$ cat src/hw/usb_ctrl_pkg.sv
package usb_ctrl_pkg;

    // Register byte offsets, one aligned word each
    localparam logic [5:0] OFS_BUS_ID = 6'h00;
    localparam logic [5:0] OFS_FRAME_LO = 6'h04;
    localparam logic [5:0] OFS_FRAME_HI = 6'h08;
    localparam logic [5:0] OFS_EP_BASE = 6'h0C;
    localparam int EP_STRIDE = 4;

    localparam int EP_COUNT = 7;
    localparam int BUS_ID_W = 7;
    localparam int FRAME_W = 11;
    localparam int EP_W = 5;

    // Endpoint setup field positions
    localparam int BIT_DIR_SEL = 4;
    localparam int BIT_OUT_EN = 3;
    localparam int BIT_IN_EN = 2;
    localparam int BIT_HALT = 1;
    localparam int BIT_ACK_EN = 0;

    // Values after reset, and the endpoint zero setup that software restores
    localparam logic [6:0] BUS_ID_RST = 7'h00;
    localparam logic [10:0] FRAME_RST = 11'h000;
    localparam logic [4:0] EP_RST = 5'h00;
    localparam logic [4:0] EP_ZERO_DEFAULT = 5'h0D;

    typedef enum logic [1:0] {TOK_OUT, TOK_IN, TOK_SOF, TOK_SETUP} tok_t;
    typedef enum logic [1:0] {HS_NONE, HS_ACK, HS_STALL} hs_t;

endpackage

$ cat src/hw/ep_decide_if.sv
`timescale 1ns/1ps
interface ep_decide_if
    import usb_ctrl_pkg::*;
#(
    parameter int N = EP_COUNT
);
    logic tok_valid;
    tok_t tok_kind;
    logic [6:0] tok_addr;
    logic [3:0] tok_endp;
    logic [6:0] bus_id;
    logic [4:0] ep_setup [N];
    logic accept;
    hs_t hs;

    modport policy (
        input tok_valid, tok_kind, tok_addr, tok_endp, bus_id, ep_setup,
        output accept, hs
    );
    modport ctrl (
        output tok_valid, tok_kind, tok_addr, tok_endp, bus_id, ep_setup,
        input accept, hs
    );
endinterface

$ cat src/hw/ep_policy.sv
`timescale 1ns/1ps
module ep_policy
    import usb_ctrl_pkg::*;
#(
    parameter int N = EP_COUNT
)
(
    ep_decide_if.policy dec
);
    logic [N-1:0] halt_live;
    logic [N-1:0] ok_in;
    logic [N-1:0] ok_out;
    logic [N-1:0] ok_setup;
    logic [2:0] idx;
    logic hit;
    logic allowed;

    for (genvar i = 0; i < N; i++)
    begin : g_ep
        // Halt counts only on a live endpoint
        assign halt_live[i] = dec.ep_setup[i][BIT_HALT]
            & (dec.ep_setup[i][BIT_IN_EN] | dec.ep_setup[i][BIT_OUT_EN]);
        assign ok_in[i] = dec.ep_setup[i][BIT_IN_EN];
        assign ok_out[i] = dec.ep_setup[i][BIT_OUT_EN];
        assign ok_setup[i] = dec.ep_setup[i][BIT_IN_EN] & dec.ep_setup[i][BIT_OUT_EN]
            & ~dec.ep_setup[i][BIT_DIR_SEL];
    end

    assign idx = dec.tok_endp[2:0];
    // SOF carries no address; it never reaches an endpoint
    assign hit = dec.tok_valid && dec.tok_kind != TOK_SOF
        && dec.tok_addr == dec.bus_id && int'(dec.tok_endp) < N;

    always_comb
    begin
        case (dec.tok_kind)
            TOK_IN: allowed = ok_in[idx];
            TOK_OUT: allowed = ok_out[idx];
            TOK_SETUP: allowed = ok_setup[idx];
            default: allowed = 1'b0;
        endcase
    end

    always_comb
    begin
        dec.accept = 1'b0;
        dec.hs = HS_NONE;
        if (hit && halt_live[idx])
        begin
            dec.accept = 1'b1;
            dec.hs = HS_STALL;
        end
        else if (hit && allowed)
        begin
            dec.accept = 1'b1;
            dec.hs = dec.ep_setup[idx][BIT_ACK_EN] ? HS_ACK : HS_NONE;
        end
    end
endmodule

$ cat src/hw/usb_addr_frame_ep.sv
// Function
// - Hold a 7-bit bus id; answer only tokens addressed to it.
// - Bus id returns to zero on module reset and on bus reset.
// - Frame index split: low byte bits 7..0, high byte bits 2..0.
// - Every start-of-frame token loads its frame number into the index.
// - One setup register for each of endpoints 0 to 6.
// - Both enables clear means endpoint disabled, direction bit ignored.
// - In enable only: accept only IN transactions.
// - Out enable only: accept only OUT transactions.
// - Both enables, direction clear: accept IN, OUT and SETUP.
// - Halt bit answers every access with STALL, overriding all else.
// - Halt bit honoured only while an enable bit is set.
// - Ack enable one sends handshakes; zero omits them.
`timescale 1ns/1ps
module usb_addr_frame_ep
    import usb_ctrl_pkg::*;
#(
    parameter int N = EP_COUNT
)
(
    input wire logic I_SYS_CLK,
    input wire logic I_RESET_N,
    input wire logic [5:0] I_AVS_ADDRESS,
    input wire logic I_AVS_READ,
    input wire logic I_AVS_WRITE,
    input wire logic [31:0] I_AVS_WRITEDATA,
    input wire logic [3:0] I_AVS_BYTEENABLE,
    output logic [31:0] O_AVS_READDATA,
    output logic O_AVS_WAITREQUEST,
    input wire logic I_TOKEN_VALID,
    input wire logic [1:0] I_TOKEN_KIND,
    input wire logic [6:0] I_TOKEN_ADDR,
    input wire logic [3:0] I_TOKEN_ENDP,
    input wire logic [10:0] I_TOKEN_FRAME,
    input wire logic I_BUS_RESET,
    output logic O_TOKEN_ACCEPT,
    output logic [1:0] O_HANDSHAKE,
    output logic [3:0] O_ACCEPT_ENDP,
    output logic [1:0] O_ACCEPT_KIND
);
    logic [6:0] bus_id_q;
    logic [10:0] frame_q;
    logic [4:0] ep_setup_q [N];
    logic ack_q;
    logic req;
    logic done;
    logic wr_en;
    logic [31:0] rd_d;
    logic [31:0] readdata_q;
    logic ep_hit;
    logic [5:0] ep_ofs;
    logic [2:0] ep_sel;
    tok_t tok_kind;
    logic accept_q;
    hs_t hs_q;
    logic [3:0] endp_q;
    tok_t kind_q;

    ep_decide_if #(.N(N)) dec ();

    ep_policy #(.N(N)) u_policy (
        .dec(dec.policy)
    );

    assign tok_kind = tok_t'(I_TOKEN_KIND);

    // Bus slave: one wait cycle, data sampled before release
    assign req = I_AVS_READ | I_AVS_WRITE;
    assign done = req & ack_q;
    assign O_AVS_WAITREQUEST = req & ~ack_q;
    assign wr_en = I_AVS_WRITE & done & I_AVS_BYTEENABLE[0];
    assign O_AVS_READDATA = readdata_q;

    always_ff @(posedge I_SYS_CLK or negedge I_RESET_N)
    begin
        if (!I_RESET_N)
        begin
            ack_q <= 1'b0;
        end
        else
        begin
            ack_q <= req & ~ack_q;
        end
    end

    assign ep_ofs = I_AVS_ADDRESS - OFS_EP_BASE;
    assign ep_sel = ep_ofs[4:2];
    // Misaligned or out of range addresses are unmapped
    assign ep_hit = I_AVS_ADDRESS >= OFS_EP_BASE
        && int'(ep_ofs) < N * EP_STRIDE
        && I_AVS_ADDRESS[1:0] == 2'b00;

    always_comb
    begin
        rd_d = 32'h0000_0000;
        if (I_AVS_ADDRESS == OFS_BUS_ID)
        begin
            rd_d = {25'h000_0000, bus_id_q};
        end
        else if (I_AVS_ADDRESS == OFS_FRAME_LO)
        begin
            rd_d = {24'h00_0000, frame_q[7:0]};
        end
        else if (I_AVS_ADDRESS == OFS_FRAME_HI)
        begin
            rd_d = {29'h0000_0000, frame_q[10:8]};
        end
        else if (ep_hit)
        begin
            rd_d = {27'h000_0000, ep_setup_q[ep_sel]};
        end
    end

    always_ff @(posedge I_SYS_CLK or negedge I_RESET_N)
    begin
        if (!I_RESET_N)
        begin
            readdata_q <= 32'h0000_0000;
        end
        else if (I_AVS_READ && !ack_q)
        begin
            readdata_q <= rd_d;
        end
    end

    // Bus reset beats a software write in the same cycle
    always_ff @(posedge I_SYS_CLK or negedge I_RESET_N)
    begin
        if (!I_RESET_N)
        begin
            bus_id_q <= BUS_ID_RST;
        end
        else if (I_BUS_RESET)
        begin
            bus_id_q <= BUS_ID_RST;
        end
        else if (wr_en && I_AVS_ADDRESS == OFS_BUS_ID)
        begin
            bus_id_q <= I_AVS_WRITEDATA[6:0];
        end
    end

    // SOF is broadcast, so it loads regardless of the bus id
    always_ff @(posedge I_SYS_CLK or negedge I_RESET_N)
    begin
        if (!I_RESET_N)
        begin
            frame_q <= FRAME_RST;
        end
        else if (I_TOKEN_VALID && tok_kind == TOK_SOF)
        begin
            frame_q <= I_TOKEN_FRAME;
        end
    end

    // Endpoints also clear on bus reset; software restores endpoint zero
    for (genvar i = 0; i < N; i++)
    begin : g_ep_reg
        always_ff @(posedge I_SYS_CLK or negedge I_RESET_N)
        begin
            if (!I_RESET_N)
            begin
                ep_setup_q[i] <= EP_RST;
            end
            else if (I_BUS_RESET)
            begin
                ep_setup_q[i] <= EP_RST;
            end
            else if (wr_en && ep_hit && int'(ep_sel) == i)
            begin
                ep_setup_q[i] <= I_AVS_WRITEDATA[4:0];
            end
        end
        assign dec.ep_setup[i] = ep_setup_q[i];
    end

    assign dec.tok_valid = I_TOKEN_VALID;
    assign dec.tok_kind = tok_kind;
    assign dec.tok_addr = I_TOKEN_ADDR;
    assign dec.tok_endp = I_TOKEN_ENDP;
    assign dec.bus_id = bus_id_q;

    // Decision registered so the packet engine sees a clean pulse
    always_ff @(posedge I_SYS_CLK or negedge I_RESET_N)
    begin
        if (!I_RESET_N)
        begin
            accept_q <= 1'b0;
            hs_q <= HS_NONE;
        end
        else
        begin
            accept_q <= dec.accept;
            hs_q <= dec.hs;
        end
    end

    always_ff @(posedge I_SYS_CLK or negedge I_RESET_N)
    begin
        if (!I_RESET_N)
        begin
            endp_q <= 4'h0;
            kind_q <= TOK_OUT;
        end
        else if (dec.accept)
        begin
            endp_q <= I_TOKEN_ENDP;
            kind_q <= tok_kind;
        end
    end

    assign O_TOKEN_ACCEPT = accept_q;
    assign O_HANDSHAKE = hs_q;
    assign O_ACCEPT_ENDP = endp_q;
    assign O_ACCEPT_KIND = kind_q;

    // Checking helpers
    logic tok_match;
    logic [4:0] sel_setup;
    logic sel_live;

    assign sel_setup = (int'(I_TOKEN_ENDP) < N) ? ep_setup_q[I_TOKEN_ENDP[2:0]] : EP_RST;
    assign sel_live = sel_setup[BIT_IN_EN] | sel_setup[BIT_OUT_EN];
    assign tok_match = I_TOKEN_VALID && tok_kind != TOK_SOF
        && I_TOKEN_ADDR == bus_id_q && int'(I_TOKEN_ENDP) < N;
endmodule

$ cat config.mk
export PLATFORM = sky130hd
export DESIGN_NAME = usb_addr_frame_ep
export DESIGN_NICKNAME = d
export VERILOG_FILES = /design/src/hw/usb_ctrl_pkg.sv /design/src/hw/ep_decide_if.sv /design/src/hw/ep_policy.sv /design/src/hw/usb_addr_frame_ep.sv
export SDC_FILE = /design/constraint.sdc
export NUM_CORES = 1
export LEC_CHECK = 0
export BUFFER_PORTS_ARGS = -buffer_cell sky130_fd_sc_hd__buf_2
export CORE_AREA = 3 3 94 96
export CTS_CLUSTER_DIAMETER = 60
export DETAILED_ROUTE_END_ITERATION = 12
export DIE_AREA = 0 0 97 99
export PLACE_DENSITY = 0.85
export SETUP_SLACK_MARGIN = 0.3
export SKIP_LAST_GASP = 1
export SYNTH_ARGS = -nofsm -noshare
export SYNTH_HDL_FRONTEND = slang
export SYNTH_HIERARCHICAL = 1
export SYNTH_SLANG_ARGS = --single-unit
$ cat constraint.sdc
create_clock -name I_SYS_CLK -period 2.8 [get_ports I_SYS_CLK]
set_input_delay 0 -clock I_SYS_CLK [delete_from_list [all_inputs] [get_ports I_SYS_CLK]]
set_output_delay 0 -clock I_SYS_CLK [all_outputs]
set_load 0.02 [all_outputs]
==> flow_summary.ini, run 1 <==
[outcome]
status = finished clean

[synthesis]
yosysSeqAreaShare_pct = 42.00
yosysUniqueCellTypes = 57
synth-seq-cells = 71
synthArstFlopShare_pct = 100.0
synth_flop_cell = dfrtp_1
yosys_warnings = 6
synth-edff-count = 0
netlist_area_sq_um = 4230
syn-instance-count = 384
syn_area_per_cell_sq_um = 11.02

[sta]
final-hold-violation-count = 0
period_share_pct = 83.34
max_freq_mhz = 428.5
max_slew_margin_pct = 55.86
rsz0062_at_grt = no
setup_violations = 0
slew_violations = 0
fin_crit_ns = 2.334
skew_ns = 0.006529
worst_slew_pin_slew_ns = 0.6561
setup_tns_ns = 0

[global_routing]
grt_pass1_vias = 3426
track_usage_pct = 22.65
grt_pass1_wl_um = 17300
antenna_found_initial = 0
grt_start_max_net_pins = 48
grt_overflow = 0

[setup_path]
arrival_ns = 2.57
critPathCaptureType = register
crit_required_ns = 3.04
worstSetupPathType = reg -> reg
rr_startpoint = bus_id_q[1]
endpoint = O_ACCEPT_ENDP[1]
critPathMaxFanout = 7
cp-start-kind = register
r2r_cells = 6
reg2reg_to = O_ACCEPT_ENDP[1]
r2r_slack_ns = 0.47
crit_path_start = bus_id_q[1]

[drt]
drt-pass1-iter-count = 5
remaining_drc_errors = 0
num_vias = 3339
route.detailed.wl_per_inst_um = 18.51
postRouteAntennaNets = 0
wirelength_um = 10600
post_drt_via_cell_ratio = 5.827
dr.first_iter.drc_count = 227

[floorplan]
initial_core_util_pct = 52.01
die_width_um = 97
design.die.area_sq_um = 9603
ios = 114
rows = 33
coreArea_sq_um = 8134
die_y_um = 99

[cts]
clock_sinks = 71
clkSlewWorstSetupHoldPaths_ns = 0.08
cts_tree = done
clock_path_buffers = 2
clock_latency_ns = 0.36
cts-htree-levels = 3
root_buffer = clkbuf_8
cts_made_buffers = 9

[pwr]
p_leak_nw = 2.504
irDropWorstVdd_uv = 244.5
power_density_nw_per_um2 = 469.0

[placement]
place_congestion = 0.9299
placed_cells = 533
dpl.hpwl_um = 7416
io_buffers = 61

[job]
cap_violations = 0

[layout]
diodes = 0
drive_above_1_share_pct = 24.79
syn2layout_area_growth_pct = 17.66
fin_nets = 540
fin_cells = 573

[hold_path]
hold_class = in -> reg
[cells in the mapped netlist (6+ instances only)]
cell type	count	area, sq um
nand4_1	6	37.54
mux2_2	19	214.0
buf_2	6	30.03
nand2b_1	45	281.5
nor2_1	20	75.07
o21ai_0	11	55.05
mux4_2	7	157.7
inv_1	7	26.28
buf_4	24	180.2
clkbuf_1	11	41.29
dfrtp_1	71	1777
nand2_1	20	75.07
o211ai_1	10	75.07
mux2i_1	53	530.5
xor2_1	7	61.31
[layer usage]
layer  vias up  share of wire [%]  track usage [%]
li1       1500                  -                -
met1      1665                 39            27.77
met2       148                 51            38.48
met3        26                6.2            5.025
met4         0                2.8            10.04
met5         -                  0                0
[cell type report]
cell class	instances	area (sq um)
clock inverter	5	80.08
multi-input combinational	286	2243
inverter	7	26.28
clock buffer	11	151.4
timing repair buffer	88	568.0
sequential	71	1777
tap	105	131.4
fill	600	3157
[repair_timing]
item / CTS / global route
hold endpoints to repair: 93 / 0
buffers inserted: 0 / 0
resized for setup: 0 / 1
hold buffers: 24 / 0
endpoints found under the setup margin: 0 / 6
[kinds of logic (layout without fill, tap and decap cells)]
kind of cell / Yosys count / count (layout) / synth area share [%]
compound gates: 54 / 54 / 10.12
other cells: 1 / 24 / 0.08865
xor+xnor: 8 / 8 / 1.834
mux: 80 / 80 / 21.95
buf+inv: 50 / 111 / 7.099
simple gates: 115 / 115 / 15.44
fa+ha+maj: 5 / 5 / 1.479
flops: 71 / 71 / 42.00
[state kept, by name, summed over array words and instances, names as in the netlist]
register,cells
O_ACCEPT_KIND,2
dec.ep_setup,35
O_AVS_READDATA,8
ack_q,1
bus_id_q,7
O_TOKEN_ACCEPT,1
O_ACCEPT_ENDP,4
frame_q,11
O_HANDSHAKE,2
[stage by stage]
stage | hold WS, ns | setup WS, ns | instance area, sq um | total power [mW] | util, %
final | 0.05656 | 0.4664 | 4977 | 2.334 | 61.19
after global routing | 0.08188 | 0.3641 | 4977 | 2.417 | 61.19
after CTS | 0.05327 | 0.3622 | 4974 | 2.343 | 61.14
after detailed placement | 0.06804 | 0.3897 | 4502 | 1.383 | 55.35
after global placement | 0.05511 | 0.4357 | 4502 | 1.373 | 55.35
after floorplan | -0.2956 | 0.6065 | 4317 | 1.305 | -
[worst min path at each step]
stage / start / to / slack, ns / cells after the start
after detailed placement: I_RESET_N / dec.ep_setup[19] / 0.07 / 2
after global placement: I_RESET_N / dec.ep_setup[23] / 0.06 / 2
after global routing: I_TOKEN_ENDP[2] / O_ACCEPT_ENDP[2] / 0.08 / 2
final: I_TOKEN_ENDP[2] / O_ACCEPT_ENDP[2] / 0.06 / 2
after floorplan: I_RESET_N / O_ACCEPT_ENDP[0] / -0.30 / 0
after CTS: I_TOKEN_ENDP[2] / O_HANDSHAKE[1] / 0.05 / 2
[cells in the final DEF, fill, tap and decap left out, types with 6 or more instances in the layout]
master	synthesis	layout
mux2_2	19	19
clkbuf_8	0	11
dfrtp_1	71	71
o211ai_1	10	10
mux4_2	7	7
xor2_1	7	7
inv_1	7	7
nand2b_1	45	45
dlygate4sd3_1	0	24
nor2_1	20	20
nand4_1	6	6
nand2_1	20	20
conb_1	1	24
o21ai_0	11	11
mux2i_1	53	53
buf_2	6	61
[power by group]
group          internal, mW  total (mW)  switching (mW)
combinational         0.128       0.313           0.185
sequential             1.06        1.08          0.0190
clock                 0.548       0.941           0.393
total                  1.74        2.33           0.597
[critical path, cell delays in order (launching register included)]
cell	delay, ns
dfrtp_1	0.42
xor2_1	0.17
nor4_1	0.35
nand3_2	0.20
a311oi_2	0.39
o21bai_2	0.28
mux2_2	0.39
Note: power is estimated with default switching activity, not from simulation.
==> run 2: changes to the inputs <==
--- a/config.mk
+++ b/config.mk
@@ -5,11 +5,12 @@
 export SDC_FILE = /design/constraint.sdc
 export NUM_CORES = 1
 export LEC_CHECK = 0
+export ABC_AREA = 1
 export BUFFER_PORTS_ARGS = -buffer_cell sky130_fd_sc_hd__buf_2
-export CORE_AREA = 3 3 94 96
+export CORE_AREA = 3 3 95 97
 export CTS_CLUSTER_DIAMETER = 60
 export DETAILED_ROUTE_END_ITERATION = 12
-export DIE_AREA = 0 0 97 99
+export DIE_AREA = 0 0 98 100
 export PLACE_DENSITY = 0.85
 export SETUP_SLACK_MARGIN = 0.3
 export SKIP_LAST_GASP = 1
==> constraint.sdc (replaced) <==
create_clock -name I_SYS_CLK -period 2.25 [get_ports I_SYS_CLK]
set_input_delay 0 -clock I_SYS_CLK [delete_from_list [all_inputs] [get_ports I_SYS_CLK]]
set_output_delay 0 -clock I_SYS_CLK [all_outputs]
set_load 0.02 [all_outputs]
==> run 2 against run 1 <==
Net effect: core utilization decreased by 0.28 points; routed wire length increased by 4.3%; clock-buffer cell count decreased by 1; first-iteration DRC count increased by 57%; non-clock buffer count decreased by 5; die area increased by 2.1%; sequential power increased by 28%; combinational power increased by 63%; critical path type unchanged; largest cell class unchanged; highest routed layer unchanged.
==> flow_summary.ini, run 2 <==
[outcome]
status = finished clean

[synthesis]
synth_xor_xnor_area_share_pct = 1.010
synth_top_family_by_area = simple AND/OR/NAND/NOR gates
yosysTopAreaCell = dfrtp_1
synthSimpleGateAreaFrac_pct = 32.50
yosysUniqueCellTypes = 37
synth_top_area_share_pct = 40.98
synth.most_common_cell = nand2_1
netlist_area_sq_um = 4335
yosysSeqAreaShare_pct = 40.98
synth_common_cells = 155 x nand2_1, 80 x nand3_1, 71 x dfrtp_1, 51 x inv_1, 44 x nor2_1
yosys_warnings = 6
synth-edff-count = 0
synth-seq-cells = 71
syn-instance-count = 570
synth_flop_cell = dfrtp_1
syn_area_per_cell_sq_um = 7.606
netlist_top_cells_area = dfrtp_1 41%, nand2_1 13%, nand3_1 9.2%
synth-compound-area-share_pct = 8.831
synthMuxAreaShare_pct = 3.377
synthAdderAreaFrac_pct = 1.443
synthArstFlopShare_pct = 100.0

[placement]
place_congestion = 0.9327
dpl.hpwl_um = 7746
io_buffers = 61

[global_routing]
track_usage_pct = 23.25
grt_pass1_wl_um = 18660
grt_overflow = 0
antenna_found_initial = 0
grt_pass1_vias = 3997
grt_start_max_net_pins = 72

[cts]
root_buffer = clkbuf_8
clock_path_buffers = 2
clock_latency_ns = 0.35
cts_tree = done
clock_sinks = 71
post_cts_buffers = 0
cts-htree-levels = 3
clkSlewWorstSetupHoldPaths_ns = 0.09
cts_made_buffers = 9

[drt]
route.detailed.wl_per_inst_um = 14.59
num_vias = 4167
dr.first_iter.drc_count = 356
remaining_drc_errors = 0
wirelength_um = 11060
post_drt_via_cell_ratio = 5.497
postRouteAntennaNets = 0
drt-pass1-iter-count = 5

[setup_path]
critPathCaptureType = register
worstSetupPathType = reg -> reg
critPathMaxFanout = 7
cp-start-kind = register
arrival_ns = 2.00
crit_required_ns = 2.50

[sta]
setup_violations = 0
worst_slew_pin_slew_ns = 0.7256
rsz0062_at_grt = no
setup_tns_ns = 0
final-hold-violation-count = 0
fin_crit_ns = 1.755
max_freq_mhz = 569.6
skew_ns = 0.01604
max_slew_margin_pct = 51.48
slew_violations = 0
period_share_pct = 78.02

[floorplan]
die_y_um = 100
die_width_um = 98
initial_core_util_pct = 52.76
design.die.area_sq_um = 9800
coreArea_sq_um = 8217
ios = 114
rows = 33

[layout]
fillers = 695
multi_input_area_sq_um = 2137
largest_register_ffs = 35
drive_above_1_share_pct = 19.30
fin_nets = 725
diodes = 0
final_common_cell = nand2_1
syn2layout_area_growth_pct = 15.44
layout_common_cells = 154 x nand2_1, 80 x nand3_1, 71 x dfrtp_1
regArea_sq_um = 1777

[pwr]
irDropWorstVdd_uv = 394.8
p_leak_nw = 2.580
power_density_nw_per_um2 = 589.2
p_total_mw = 2.949

[hold_path]
hold_class = in -> reg

[job]
cap_violations = 0
run 2: cell types whose count changed after synthesis, moves of 8 or more:
| cell | delta |
|---|---|
| nor2_1 | +24 |
| inv_1 | +44 |
| mux2i_1 | -53 |
| a21oi_1 | +10 |
| nand2_1 | +135 |
| clkbuf_1 | -8 |
| o21ai_1 | +30 |
| o21ai_0 | +10 |
| o211ai_1 | -9 |
| nand3_1 | +77 |
| nand2b_1 | -45 |
run 2: what timing repair did:
action | in CTS | in global routing
hold buffers | 18 | 0
gates resized for setup | 0 | 1
endpoints found under the setup margin | 0 | 6
hold endpoints to repair | 88 | 0
run 2: per-layer routing:
metal / track usage (%) / up-vias / share of wire [%]
met1: 30.69 / 1970 / 42
met4: 8.413 / 0 / 1.8
li1: - / 1955 / -
met2: 38.17 / 219 / 49
met3: 4.726 / 23 / 7.6
met5: 0 / - / 0
run 2: metrics by stage:
stage	std cells	instance area (sq um)	utilization (%)	hold WS, ns	setup WS (ns)
floorplan	593	4422	-	-0.2956	0.5553
global placement	724	4616	56.17	0.05335	0.4547
detailed placement	724	4616	56.17	0.05676	0.3882
CTS	758	5002	60.88	0.01128	0.4185
global route	758	5005	60.91	0.02397	0.3543
finish	758	5005	60.91	0.03017	0.4945
run 2: final cells by class:
| type | instances | area share (%) |
|---|---|---|
| repair buffers | 83 | 10.55 |
| inverters | 60 | 4.500 |
| well taps | 105 | 2.625 |
| multi-input cells | 423 | 42.70 |
| clock inverters | 6 | 1.375 |
| clock buffers | 10 | 2.750 |
| flip-flops and latches | 71 | 35.50 |
run 2: path summary, 6_finish.rpt:
check / start / endpoint / slack, ns / cells after the start
setup / recovery: dec.ep_setup[33] / O_ACCEPT_KIND[1] / 0.49 / 8
hold / removal: I_BUS_RESET / bus_id_q[6] / 0.03 / 3
setup reg to reg: dec.ep_setup[33] / O_ACCEPT_KIND[1] / 0.49 / 8
hold reg to reg: O_AVS_READDATA[4] / O_AVS_READDATA[4] / 0.48 / 2
max in group asynchronous: I_RESET_N / frame_q[1] / 1.73 / 3
min in group asynchronous: I_RESET_N / dec.ep_setup[3] / 0.18 / 3
run 2: critical path, cell delays in order (launching register included):
cell,delay [ns]
dfrtp_1,0.45
or2_2,0.32
nand3_1,0.07
nand3_1,0.07
nand2_1,0.09
nand2_1,0.08
nand3_1,0.14
nand2_2,0.14
mux2_2,0.30
run 2: logic make-up (layout without fill, tap and decap cells):
logic type | Yosys count | after routing
AOI/OAI and AO/OA | 71 | 71
and+or+nand+nor | 305 | 305
xor gates and xnor gates | 5 | 5
muxes | 13 | 13
other | 1 | 24
buffers and inverters | 99 | 159
DFF | 71 | 71
adders and majority gates | 5 | 5
run 2: power breakdown:
group          internal, mW  switching, mW
registers              1.34         0.0368
logic                 0.170          0.340
clock network         0.548          0.512
total                  2.06          0.889
